--- config.mk ---
export PLATFORM = sky130hd
export DESIGN_NAME = prsi_top
export DESIGN_NICKNAME = d
export VERILOG_FILES = /design/src/rtl/prsi_pkg.sv /design/src/rtl/prsi_st_if.sv /design/src/rtl/prsi_top.sv /design/src/rtl/prsi_selftest.sv
export SDC_FILE = /design/constraint.sdc
export NUM_CORES = 2
export LEC_CHECK = 0
export BUFFER_PORTS_ARGS = -buffer_cell sky130_fd_sc_hd__buf_2
export CAP_MARGIN = 20
export CORE_ASPECT_RATIO = 1.1
export CORE_MARGIN = 8
export CORE_UTILIZATION = 34
export DETAILED_ROUTE_END_ITERATION = 8
export PLACE_DENSITY = 0.53
export SLEW_MARGIN = 20
export SYNTH_ARGS = -nofsm -noshare
export SYNTH_HDL_FRONTEND = slang
export SYNTH_SLANG_ARGS = --single-unit
--- constraint.sdc ---
create_clock -name clk -period 3.4 [get_ports clk]
set_input_delay 0.34 -clock clk [delete_from_list [all_inputs] [get_ports clk]]
set_output_delay 0.34 -clock clk [all_outputs]
set_load 0.01 [all_outputs]
--- src/rtl/prsi_pkg.sv ---
// Package with offsets, reset values and field positions of the reset-state block.
package prsi_pkg;
   localparam int          ADDR_W       = 8;
   localparam int          DATA_W       = 32;
   localparam int          STACK_DEPTH  = 8;
   localparam int          STACK_W      = 80;
   localparam int          NUM_PINS     = 4;
   localparam int          SETTLE_CYC   = 4;
   localparam int          ST_CYCLES    = 1024;

   localparam int          PIN_HW_RST   = 0;
   localparam int          PIN_WARM     = 1;
   localparam int          PIN_ST_REQ   = 2;
   localparam int          PIN_FAULT    = 3;

   localparam logic [7:0]  OFF_FPU_CTRL = 8'h00;
   localparam logic [7:0]  OFF_FPU_STAT = 8'h04;
   localparam logic [7:0]  OFF_FPU_TAG  = 8'h08;
   localparam logic [7:0]  OFF_FPU_SEL  = 8'h0c;
   localparam logic [7:0]  OFF_FPU_DPTR = 8'h10;
   localparam logic [7:0]  OFF_FPU_IPTR = 8'h14;
   localparam logic [7:0]  OFF_VFP_CS   = 8'h18;
   localparam logic [7:0]  OFF_TSC_LO   = 8'h1c;
   localparam logic [7:0]  OFF_TSC_HI   = 8'h20;
   localparam logic [7:0]  OFF_PERF_CNT = 8'h24;
   localparam logic [7:0]  OFF_PERF_SEL = 8'h28;
   localparam logic [7:0]  OFF_MTRR     = 8'h2c;
   localparam logic [7:0]  OFF_LIC      = 8'h30;
   localparam logic [7:0]  OFF_FLAGS    = 8'h34;
   localparam logic [7:0]  OFF_SYSCTL   = 8'h38;
   localparam logic [7:0]  OFF_ACC      = 8'h3c;
   localparam logic [7:0]  OFF_STATUS   = 8'h40;
   localparam logic [7:0]  OFF_STK_IDX  = 8'h44;
   localparam logic [7:0]  OFF_STK_LO   = 8'h48;
   localparam logic [7:0]  OFF_STK_MID  = 8'h4c;
   localparam logic [7:0]  OFF_STK_HI   = 8'h50;

   localparam logic [15:0] FCW_PWR      = 16'h0040;
   localparam logic [15:0] FCW_INIT     = 16'h037f;
   localparam logic [15:0] FSW_CLR      = 16'h0000;
   localparam logic [15:0] FTW_PWR      = 16'h5555;
   localparam logic [15:0] FTW_INIT     = 16'hffff;
   localparam logic [31:0] FSEL_CLR     = 32'h00000000;
   localparam logic [31:0] FPTR_CLR     = 32'h00000000;
   localparam logic [31:0] VFP_PWR      = 32'h00001f80;
   localparam logic [63:0] CNT_CLR      = 64'h0000000000000000;
   localparam logic [31:0] FLAGS_RST    = 32'h00000002;
   localparam logic [31:0] SCW_PWR      = 32'h60000010;
   localparam logic [31:0] SCW_SET      = 32'h00000010;
   localparam logic [31:0] SCW_KEEP     = 32'h60000000;
   localparam logic [31:0] ACC_CLR      = 32'h00000000;
   localparam logic [31:0] ST_FAIL_CODE = 32'h00000001;
   localparam logic [79:0] STK_ZERO     = 80'h0;

   localparam int          MTRR_FIX_BIT = 0;
   localparam int          MTRR_VAR_BIT = 1;
   localparam int          LIC_EN_BIT   = 0;
   localparam int          EVSEL_EN_BIT = 0;
   localparam int          ST_BUSY_BIT  = 0;
   localparam int          CACHE_V_BIT  = 1;
   localparam int          TLB_V_BIT    = 2;
   localparam int          BTB_V_BIT    = 3;

   typedef enum logic [1:0] {ST_IDLE, ST_RUN, ST_DONE} prsi_st_state_e;
endpackage

--- src/rtl/prsi_st_if.sv ---
// Interface joining the reset-state block to its self-test engine.
`timescale 1ns/1ps
`default_nettype none
interface prsi_st_if;
   logic        start;
   logic        abort;
   logic        fault;
   logic        busy;
   logic        done;
   logic [31:0] result;
   modport ctl (output start, output abort, output fault, input busy, input done, input result);
   modport eng (input start, input abort, input fault, output busy, output done, output result);
endinterface
`default_nettype wire

--- src/rtl/prsi_top.sv ---
// Reset-state initialisation block with an Avalon-MM register slave.
//
// Added by the designer: the Avalon-MM interface to the registers and the register addresses.
`timescale 1ns/1ps
`default_nettype none
module prsi_top #(
   parameter int ST_CYC = prsi_pkg::ST_CYCLES
) (
   input  wire logic                        clk,
   input  wire logic                        rst,
   input  wire logic                        hw_reset_pin,
   input  wire logic                        warm_restart_pin,
   input  wire logic                        selftest_req_pin,
   input  wire logic                        core_fault_pin,
   input  wire logic                        fpu_state_reset_op,
   input  wire logic [prsi_pkg::ADDR_W-1:0] avs_address,
   input  wire logic                        avs_read,
   input  wire logic                        avs_write,
   input  wire logic [prsi_pkg::DATA_W-1:0] avs_writedata,
   input  wire logic [3:0]                  avs_byteenable,
   output var  logic [prsi_pkg::DATA_W-1:0] avs_readdata,
   output var  logic                        avs_waitrequest,
   output var  logic                        lic_enable,
   output var  logic                        mtrr_fixed_en,
   output var  logic                        mtrr_var_en,
   output var  logic                        cache_valid,
   output var  logic                        tlb_valid,
   output var  logic                        btb_valid,
   output var  logic                        selftest_busy
);
   import prsi_pkg::*;

   function automatic logic [31:0] be_merge(input logic [31:0] old_v, input logic [31:0] new_v,
                                            input logic [3:0] be);
      logic [31:0] r;
      r = old_v;
      for (int i = 0; i < 4; i++) begin
         if (be[i]) begin
            r[8*i +: 8] = new_v[8*i +: 8];
         end
      end
      return r;
   endfunction

   prsi_st_if st ();

   logic [NUM_PINS-1:0] s1_q, s2_q, s3_q, lvl_q;
   logic                pwr, warm, fop, acc_wr;
   logic [31:0]         rd_d, wd;
   logic [15:0]         fcw_q, fsw_q, ftw_q;
   logic [31:0]         fsel_q, fdptr_q, fiptr_q, vfp_q, perf_sel_q, flags_q, scw_q, acc_q;
   logic [63:0]         tsc_q;
   logic [31:0]         perf_cnt_q;
   logic [STACK_W-1:0]  stack_q [STACK_DEPTH];
   logic [2:0]          stk_idx_q;
   logic                lic_q, mfix_q, mvar_q, cache_v_q, tlb_v_q, btb_v_q, busy_q;
   logic                wait_q;
   logic [31:0]         rdata_q;
   logic                st_arm_q, st_start_q;
   logic [2:0]          settle_q;

   initial begin
      if (ST_CYC < 1) begin
         $error("Self-test length must be at least one cycle.");
      end
   end

   // Pins pass three flops; a level is taken once the last two agree.
   always_ff @(posedge clk) begin
      if (rst) begin
         s1_q  <= '0;
         s2_q  <= '0;
         s3_q  <= '0;
         lvl_q <= '0;
      end else begin
         s1_q <= {core_fault_pin, selftest_req_pin, warm_restart_pin, hw_reset_pin};
         s2_q <= s1_q;
         s3_q <= s2_q;
         for (int i = 0; i < NUM_PINS; i++) begin
            if (s2_q[i] == s3_q[i]) begin
               lvl_q[i] <= s3_q[i];
            end
         end
      end
   end

   // Hardware reset outranks warm restart, which outranks the FPU init.
   assign pwr    = rst | lvl_q[PIN_HW_RST];
   assign warm   = lvl_q[PIN_WARM] & ~pwr;
   assign fop    = fpu_state_reset_op & ~pwr & ~warm;
   assign acc_wr = avs_write & ~wait_q;
   assign wd     = avs_writedata;

   // FPU control, status, tag, selectors and pointers; untouched by warm restart.
   always_ff @(posedge clk) begin
      if (pwr) begin
         fcw_q   <= FCW_PWR;
         fsw_q   <= FSW_CLR;
         ftw_q   <= FTW_PWR;
         fsel_q  <= FSEL_CLR;
         fdptr_q <= FPTR_CLR;
         fiptr_q <= FPTR_CLR;
      end else if (fop) begin
         fcw_q   <= FCW_INIT;
         fsw_q   <= FSW_CLR;
         ftw_q   <= FTW_INIT;
         fsel_q  <= FSEL_CLR;
         fdptr_q <= FPTR_CLR;
         fiptr_q <= FPTR_CLR;
      end else if (acc_wr && !warm) begin
         if (avs_address == OFF_FPU_CTRL) fcw_q <= 16'(be_merge({16'h0, fcw_q}, wd, avs_byteenable));
         if (avs_address == OFF_FPU_STAT) fsw_q <= 16'(be_merge({16'h0, fsw_q}, wd, avs_byteenable));
         if (avs_address == OFF_FPU_TAG)  ftw_q <= 16'(be_merge({16'h0, ftw_q}, wd, avs_byteenable));
         if (avs_address == OFF_FPU_SEL)  fsel_q  <= be_merge(fsel_q, wd, avs_byteenable);
         if (avs_address == OFF_FPU_DPTR) fdptr_q <= be_merge(fdptr_q, wd, avs_byteenable);
         if (avs_address == OFF_FPU_IPTR) fiptr_q <= be_merge(fiptr_q, wd, avs_byteenable);
      end
   end

   // Data stack; its low 64 bits double as the packed-integer registers.
   always_ff @(posedge clk) begin
      if (pwr) begin
         for (int i = 0; i < STACK_DEPTH; i++) begin
            stack_q[i] <= STK_ZERO;
         end
         stk_idx_q <= '0;
      end else if (acc_wr && !warm) begin
         if (avs_address == OFF_STK_IDX) stk_idx_q <= wd[2:0];
         if (avs_address == OFF_STK_LO) begin
            stack_q[stk_idx_q][31:0] <= be_merge(stack_q[stk_idx_q][31:0], wd, avs_byteenable);
         end
         if (avs_address == OFF_STK_MID) begin
            stack_q[stk_idx_q][63:32] <= be_merge(stack_q[stk_idx_q][63:32], wd, avs_byteenable);
         end
         if (avs_address == OFF_STK_HI) begin
            stack_q[stk_idx_q][79:64] <=
               16'(be_merge({16'h0, stack_q[stk_idx_q][79:64]}, wd, avs_byteenable));
         end
      end
   end

   // Vector control register keeps its value across a warm restart.
   always_ff @(posedge clk) begin
      if (pwr) begin
         vfp_q <= VFP_PWR;
      end else if (acc_wr && avs_address == OFF_VFP_CS) begin
         vfp_q <= be_merge(vfp_q, wd, avs_byteenable);
      end
   end

   // Counters keep running through a warm restart rather than restarting.
   always_ff @(posedge clk) begin
      if (pwr) begin
         tsc_q      <= CNT_CLR;
         perf_cnt_q <= CNT_CLR[31:0];
         perf_sel_q <= CNT_CLR[31:0];
      end else begin
         if (acc_wr && avs_address == OFF_TSC_LO) begin
            tsc_q <= {tsc_q[63:32], be_merge(tsc_q[31:0], wd, avs_byteenable)};
         end else if (acc_wr && avs_address == OFF_TSC_HI) begin
            tsc_q <= {be_merge(tsc_q[63:32], wd, avs_byteenable), tsc_q[31:0]};
         end else begin
            tsc_q <= tsc_q + 64'h1;
         end
         if (acc_wr && avs_address == OFF_PERF_CNT) begin
            perf_cnt_q <= be_merge(perf_cnt_q, wd, avs_byteenable);
         end else if (perf_sel_q[EVSEL_EN_BIT]) begin
            perf_cnt_q <= perf_cnt_q + 32'h1;
         end
         if (acc_wr && avs_address == OFF_PERF_SEL) begin
            perf_sel_q <= be_merge(perf_sel_q, wd, avs_byteenable);
         end
      end
   end

   // Range registers and interrupt controller enable.
   always_ff @(posedge clk) begin
      if (pwr) begin
         mfix_q <= 1'b0;
         mvar_q <= 1'b0;
         lic_q  <= 1'b1;
      end else if (acc_wr) begin
         if (avs_address == OFF_MTRR && avs_byteenable[0]) begin
            mfix_q <= wd[MTRR_FIX_BIT];
            mvar_q <= wd[MTRR_VAR_BIT];
         end
         if (avs_address == OFF_LIC && avs_byteenable[0]) lic_q <= wd[LIC_EN_BIT];
      end
   end

   // Flags, system control word and accumulator.
   always_ff @(posedge clk) begin
      if (rst) begin
         flags_q <= FLAGS_RST;
         scw_q   <= SCW_PWR;
         acc_q   <= ACC_CLR;
      end else if (pwr || lvl_q[PIN_WARM]) begin
         // Only the undefined top flag bits may differ from the documented value.
         flags_q <= FLAGS_RST;
         scw_q   <= (scw_q & SCW_KEEP) | SCW_SET;
         acc_q   <= ACC_CLR;
      end else begin
         if (st.done) begin
            acc_q <= st.result;
         end else if (acc_wr && avs_address == OFF_ACC) begin
            acc_q <= be_merge(acc_q, wd, avs_byteenable);
         end
         if (acc_wr && avs_address == OFF_FLAGS) flags_q <= be_merge(flags_q, wd, avs_byteenable);
         if (acc_wr && avs_address == OFF_SYSCTL) scw_q <= be_merge(scw_q, wd, avs_byteenable);
      end
   end

   // Validity of caches and buffers; software marks them valid after filling.
   always_ff @(posedge clk) begin
      if (pwr) begin
         cache_v_q <= 1'b0;
         tlb_v_q   <= 1'b0;
         btb_v_q   <= 1'b0;
      end else if (warm) begin
         tlb_v_q <= 1'b0;
         btb_v_q <= 1'b0;
      end else if (acc_wr && avs_address == OFF_STATUS && avs_byteenable[0]) begin
         cache_v_q <= cache_v_q | wd[CACHE_V_BIT];
         tlb_v_q   <= tlb_v_q | wd[TLB_V_BIT];
         btb_v_q   <= btb_v_q | wd[BTB_V_BIT];
      end
   end

   // The request strap is sampled only after the synchronisers have refilled.
   always_ff @(posedge clk) begin
      if (pwr) begin
         st_arm_q   <= 1'b1;
         settle_q   <= '0;
         st_start_q <= 1'b0;
      end else begin
         st_start_q <= 1'b0;
         if (st_arm_q) begin
            if (settle_q == 3'(SETTLE_CYC)) begin
               st_arm_q   <= 1'b0;
               st_start_q <= lvl_q[PIN_ST_REQ];
            end else begin
               settle_q <= settle_q + 3'h1;
            end
         end
      end
   end

   always_ff @(posedge clk) begin
      if (rst) begin
         busy_q <= 1'b0;
      end else begin
         busy_q <= st.busy;
      end
   end

   assign st.start = st_start_q;
   assign st.abort = pwr;
   assign st.fault = lvl_q[PIN_FAULT];

   prsi_selftest #(.ST_CYC(ST_CYC)) u_selftest (
      .clk (clk),
      .rst (rst),
      .st  (st)
   );

   always_comb begin
      case (avs_address)
         OFF_FPU_CTRL: rd_d = {16'h0, fcw_q};
         OFF_FPU_STAT: rd_d = {16'h0, fsw_q};
         OFF_FPU_TAG:  rd_d = {16'h0, ftw_q};
         OFF_FPU_SEL:  rd_d = fsel_q;
         OFF_FPU_DPTR: rd_d = fdptr_q;
         OFF_FPU_IPTR: rd_d = fiptr_q;
         OFF_VFP_CS:   rd_d = vfp_q;
         OFF_TSC_LO:   rd_d = tsc_q[31:0];
         OFF_TSC_HI:   rd_d = tsc_q[63:32];
         OFF_PERF_CNT: rd_d = perf_cnt_q;
         OFF_PERF_SEL: rd_d = perf_sel_q;
         OFF_MTRR:     rd_d = {30'h0, mvar_q, mfix_q};
         OFF_LIC:      rd_d = {31'h0, lic_q};
         OFF_FLAGS:    rd_d = flags_q;
         OFF_SYSCTL:   rd_d = scw_q;
         OFF_ACC:      rd_d = acc_q;
         OFF_STATUS:   rd_d = {28'h0, btb_v_q, tlb_v_q, cache_v_q, busy_q};
         OFF_STK_IDX:  rd_d = {29'h0, stk_idx_q};
         OFF_STK_LO:   rd_d = stack_q[stk_idx_q][31:0];
         OFF_STK_MID:  rd_d = stack_q[stk_idx_q][63:32];
         OFF_STK_HI:   rd_d = {16'h0, stack_q[stk_idx_q][79:64]};
         default:      rd_d = 32'h0;
      endcase
   end

   // Every access waits exactly one cycle; unmapped reads return zero.
   always_ff @(posedge clk) begin
      if (rst) begin
         wait_q  <= 1'b1;
         rdata_q <= 32'h0;
      end else if (wait_q && (avs_read || avs_write)) begin
         wait_q  <= 1'b0;
         rdata_q <= avs_read ? rd_d : 32'h0;
      end else begin
         wait_q <= 1'b1;
      end
   end

   assign avs_readdata    = rdata_q;
   assign avs_waitrequest = wait_q;
   assign lic_enable      = lic_q;
   assign mtrr_fixed_en   = mfix_q;
   assign mtrr_var_en     = mvar_q;
   assign cache_valid     = cache_v_q;
   assign tlb_valid       = tlb_v_q;
   assign btb_valid       = btb_v_q;
   assign selftest_busy   = busy_q;

   fpu_ctrl_reset_a: assert property (@(posedge clk) pwr |=> fcw_q == FCW_PWR && ftw_q == FTW_PWR)
      else $error("FPU control or tag word wrong after reset.");
   fpu_init_load_a: assert property (@(posedge clk) disable iff (rst)
      fop |=> fcw_q == FCW_INIT && ftw_q == FTW_INIT && fsw_q == FSW_CLR && fdptr_q == FPTR_CLR)
      else $error("FPU init did not load its values.");
   stack_init_keep_a: assert property (@(posedge clk) disable iff (rst)
      fop && !acc_wr |=> stack_q[0] == $past(stack_q[0]) && stack_q[7] == $past(stack_q[7]))
      else $error("FPU init changed the data stack.");
   warm_keep_a: assert property (@(posedge clk) disable iff (rst)
      warm && !acc_wr |=> $stable(vfp_q) && $stable(lic_q) && $stable(mfix_q) && $stable(fcw_q))
      else $error("Warm restart altered preserved state.");
   counter_reset_a: assert property (@(posedge clk) pwr ##1 !pwr |=> tsc_q == 64'h1)
      else $error("Time-stamp counter not cleared by reset.");
   sysctl_pwr_a: assert property (@(posedge clk) rst |=> scw_q == SCW_PWR)
      else $error("System control word wrong after power-up.");
   sysctl_keep_a: assert property (@(posedge clk) disable iff (rst)
      lvl_q[PIN_HW_RST] |=> scw_q == (($past(scw_q) & SCW_KEEP) | SCW_SET))
      else $error("Hardware reset did not keep cache flags.");
   warm_no_test_a: assert property (@(posedge clk) disable iff (rst)
      $rose(st_start_q) |-> $past(st_arm_q, 1) && !$past(warm, 1))
      else $error("Self-test started outside a hardware reset.");
   buffer_warm_a: assert property (@(posedge clk) disable iff (rst)
      warm |=> !tlb_v_q && !btb_v_q && cache_v_q == $past(cache_v_q))
      else $error("Warm restart handled buffers wrongly.");
   invalid_reset_a: assert property (@(posedge clk) pwr |=> !cache_v_q && !tlb_v_q)
      else $error("Caches valid after reset.");
   acc_result_a: assert property (@(posedge clk) disable iff (rst)
      st.done && !pwr && !lvl_q[PIN_WARM] |=> acc_q == $past(st.result))
      else $error("Accumulator does not hold the self-test result.");
endmodule
`default_nettype wire

--- src/rtl/prsi_selftest.sv ---
// Self-test engine that runs a fixed number of cycles and reports a result word.
`timescale 1ns/1ps
`default_nettype none
module prsi_selftest #(
   parameter int ST_CYC = prsi_pkg::ST_CYCLES
) (
   input wire logic clk,
   input wire logic rst,
   prsi_st_if.eng   st
);
   import prsi_pkg::*;

   localparam int CW = $clog2(ST_CYC + 1);

   prsi_st_state_e state_q;
   logic [CW-1:0]  cnt_q;
   logic           fault_seen_q;

   initial begin
      if (ST_CYC < 1) begin
         $error("Self-test length must be at least one cycle.");
      end
   end

   always_ff @(posedge clk) begin
      if (rst || st.abort) begin
         state_q      <= ST_IDLE;
         cnt_q        <= '0;
         fault_seen_q <= 1'b0;
      end else begin
         case (state_q)
            ST_IDLE: begin
               if (st.start) begin
                  state_q      <= ST_RUN;
                  cnt_q        <= CW'(ST_CYC - 1);
                  fault_seen_q <= 1'b0;
               end
            end
            ST_RUN: begin
               fault_seen_q <= fault_seen_q | st.fault;
               if (cnt_q == '0) begin
                  state_q <= ST_DONE;
               end else begin
                  cnt_q <= cnt_q - CW'(1);
               end
            end
            ST_DONE: begin
               state_q <= ST_IDLE;
            end
            default: begin
               state_q <= ST_IDLE;
            end
         endcase
      end
   end

   assign st.busy   = (state_q == ST_RUN);
   assign st.done   = (state_q == ST_DONE);
   assign st.result = fault_seen_q ? ST_FAIL_CODE : ACC_CLR;
endmodule
`default_nettype wire

==> load_flow_metrics.sql <==
INSERT INTO impl_metrics (metric_group, metric, value, unit) VALUES
('run_status', 'outcome', 'completed', ''),
('synth', 'yosys.area_share.simple', '15.3', '%'),
('placed_design', 'gp_congestion', '0.996', ''),
('global_route', 'antenna_found_initial', '5', ''),
('clock_network', 'cts_made_buffers', '118', ''),
('global_route', 'grt_util_met2', '39.5', '%'),
('synth', 'synth.top_cells.by_area', 'edfxtp_1 37%, dfxtp_1 19%, mux4_2 7.0%, nor2_1 6.5%, mux2i_1 3.7%', ''),
('pwr', 'power.clock.fraction', '45.3', '%'),
('layout', 'final_cell_mix', '882 x nor2_1, 640 x edfxtp_1, 478 x dfxtp_1, 462 x nand2_1, 356 x a21oi_1', ''),
('global_route', 'global_route.usage.met3', '4.32', '%'),
('clock_network', 'cts_resized', '0', ''),
('pwr', 'cellLeakagePower', '20.1', 'nW'),
('pwr', 'seq_power_share', '48.9', '%'),
('pwr', 'power.density', '501', 'nW/um^2'),
('global_route', 'gr-usage-met1', '32.0', '%'),
('synth', 'synth-xor-area-share', '0.136', '%'),
('drt', 'via_count', '41800', ''),
('worst_hold_path', 'min_path_type', 'in2reg', ''),
('drt', 'drc_errors', '0', ''),
('job', 'maxCapViolCount', '0', ''),
('pwr', 'cellInternalPower', '22.7', 'mW'),
('synth', 'post_synth_fa_ha_maj_area_fraction', '0.146', '%'),
('worst_setup_path', 'critical_path_slowest_stage_cell', 'nor2_1', ''),
('layout', 'layout.cells.most_common', 'nor2_1', ''),
('layout', 'num-nets-final', '5045', ''),
('global_route', 'vias_in_the_first_global_route', '40300', ''),
('synth', 'number_of_register_bits_inferred_by_synthesis', '1121', ''),
('clock_network', 'worst_setup_hold_path_clk_slew', '0.06', 'ns'),
('clock_network', 'cts_root_buffer', 'clkbuf_16', ''),
('synth', 'postSynthAreaPerCell', '10.7', 'um^2'),
('sta', 'final-hold-violation-count', '0', ''),
('worst_setup_path', 'startpoint_type', 'flop', ''),
('layout', 'post-route-cell-area', '60000', 'um^2'),
('placed_design', 'hpwlAfterDp', '143000', 'um'),
('synth', 'asyncSetResetFlopFracSynth', '0', '%'),
('layout', 'area_delta_synth_final', '16.5', '%'),
('pwr', 'design_power_total', '30.0', 'mW'),
('synth', 'synthesis.instances', '4821', ''),
('global_route', 'grt.overflow.total', '0', ''),
('synth', 'combinational_family_with_the_most_area_after_synthesis', 'simple AND/OR/NAND/NOR gates', ''),
('floorplanning', 'initial_utilization', '34.3', '%'),
('synth', 'synthesis.area', '51500', 'um^2'),
('sta', 'finalWorstPathRequiredPeriod', '3.03', 'ns'),
('floorplanning', 'rows', '149', ''),
('sta', 'setup_viol_count_final', '0', ''),
('pwr', 'power.net_switching', '7.30', 'mW'),
('floorplanning', 'die_area', '164000', 'um^2'),
('pwr', 'share_comb_of_total_power', '5.8', '%'),
('global_route', 'grt_pass1_wl', '300000', 'um'),
('floorplanning', 'io-pin-count', '93', ''),
('sta', 'fmax', '330', 'MHz'),
('synth', 'yosys_warnings', '0', ''),
('worst_setup_path', 'worst_ep_required_time', '4.08', 'ns'),
('worst_setup_path', 'reg2reg_slack', '0.37', 'ns'),
('worst_setup_path', 'path_cells', 'nand4_1 > nor2_1 > nand4_1 > nor2_2 > o22ai_1 > a311oi_1', ''),
('worst_setup_path', 'critical-path-max-stage-delay', '0.75', 'ns'),
('clock_network', 'cts_htree_levels', '3', ''),
('placed_design', 'worst_setup_timing_slack_at_the_placement_stage', '0.352', 'ns'),
('sta', 'timing.hold.ws', '0.0566', 'ns'),
('synth', 'synth-compound-area-share', '12.7', '%'),
('synth', 'synth.mux.area_fraction', '12.5', '%'),
('worst_setup_path', 'critPathArrivalTime', '3.71', 'ns'),
('floorplanning', 'floorplan.core_area', '150000', 'um^2'),
('global_route', 'grt-busiest-layer', 'met2', ''),
('sta', 'grt_setup_unrepaired', 'false', ''),
('sta', 'setup_tns', '0', 'ns'),
('layout', 'drive_above_1_share', '18.3', '%'),
('worst_setup_path', 'setup.worst_path.end_class', 'flop', ''),
('clock_network', 'post_cts_buffers', '0', ''),
('placed_design', 'port_buffers', '92', ''),
('synth', 'synth_largest_type_area_fraction', '37.3', '%');
[cell families after synthesis]
family / Yosys count
muxes: 433
DFF: 1121
and+or+nand+nor: 1792
xor gates and xnor gates: 8
buffers and inverters: 387
AOI/OAI and AO/OA: 1074
adders and majority gates: 6
[per-stage QoR]
stage	instances	utilization [%]
finish	7047	40.0
global route	7044	40.0
CTS	7042	40.0
detailed placement	6817	37.2
global placement	6817	37.2
floorplan	4821	-
[metal layers]
metal | vias to the layer above | wire [um]
met5 | - | 11
met1 | 21200 | 85500
met4 | 2 | 11800
met3 | 510 | 16600
met2 | 2077 | 96800
li1 | 18000 | -
[power groups by stage]
stage | clock [mW] | combinational, mW | sequential (mW)
after CTS | 13.8 | 1.72 | 14.7
after floorplan | 0 | 0.849 | 14.9
after global routing | 14.3 | 1.80 | 14.7
after detailed placement | 0 | 1.71 | 15.0
after global placement | 0 | 1.70 | 15.0
final | 13.6 | 1.74 | 14.7
[synthesized netlist by cell type (all sizes together) (11+ instances only)]
library cell and number:
edfxtp 640, mux2 85, or3 13, buf 94
mux2i 188, nor4 31, clkbuf 278, o211ai 12
dfxtp 481, a211oi 37, a31oi 37, o22ai 33
a22o 17, a311oi 17, nand2b 42, nand2 486
mux4 160, nor3 102, nor2 901, o21ai 338
nand4 26, inv 15, a2111oi 15, o221ai 16
nor2b 23, a221oi 16, nand3 75, and3 21
and2 11, or4 12, a22oi 78, a21oi 356
a32oi 16, a222oi 12
[state kept, by name, summed over array words and instances, names as in the netlist, 11 cells and up, named ones only]
signal	count
stack_q	640
tsc_q	64
acc_q	32
avs_readdata	32
fdptr_q	32
fiptr_q	32
flags_q	32
fsel_q	32
perf_cnt_q	32
perf_sel_q	32
scw_q	32
vfp_q	32
fcw_q	16
fsw_q	16
ftw_q	16
u_selftest.cnt_q	11
[worst max-delay path: cells and delay by family, from the launching register on]
| family | cells | cell delay (ns) |
|---|---|---|
| flip-flops | 1 | 0.51 |
| AO/OA/AOI/OAI | 2 | 0.38 |
| AND/OR/NAND/NOR | 4 | 2.02 |
[final cells by class]
type                    instances  area (um^2)
flip-flops and latches       1121        28900
diodes                          4         10.0
inverters                      15         56.3
well taps                    1963         2460
clock buffers                 143         3150
fillers                     14500        90100
multi-input cells            3313        21100
repair buffers                417         3430
clock inverters                71          872
[path summary, 6_finish.rpt]
| kind | from | to | cells after the start |
|---|---|---|---|
| worst max-delay path | tsc_q[3]$_SDFFE_PP0P_ | tsc_q[47]$_SDFFE_PP0P_ | 6 |
| worst max register to register | tsc_q[3]$_SDFFE_PP0P_ | tsc_q[47]$_SDFFE_PP0P_ | 6 |
| worst min register to register | s1_q[1]$_SDFF_PP0_ | s2_q[1]$_SDFF_PP0_ | 1 |
| worst min-delay path | fpu_state_reset_op | ftw_q[10]$_SDFFE_PP1P_ | 3 |
[repair_timing]
action                                  4_1_cts  5_1_grt
endpoints found under the setup margin        0        0
hold buffers                                 11        0
endpoints found under the hold margin        34        0
(Power assumes the default switching activity.)
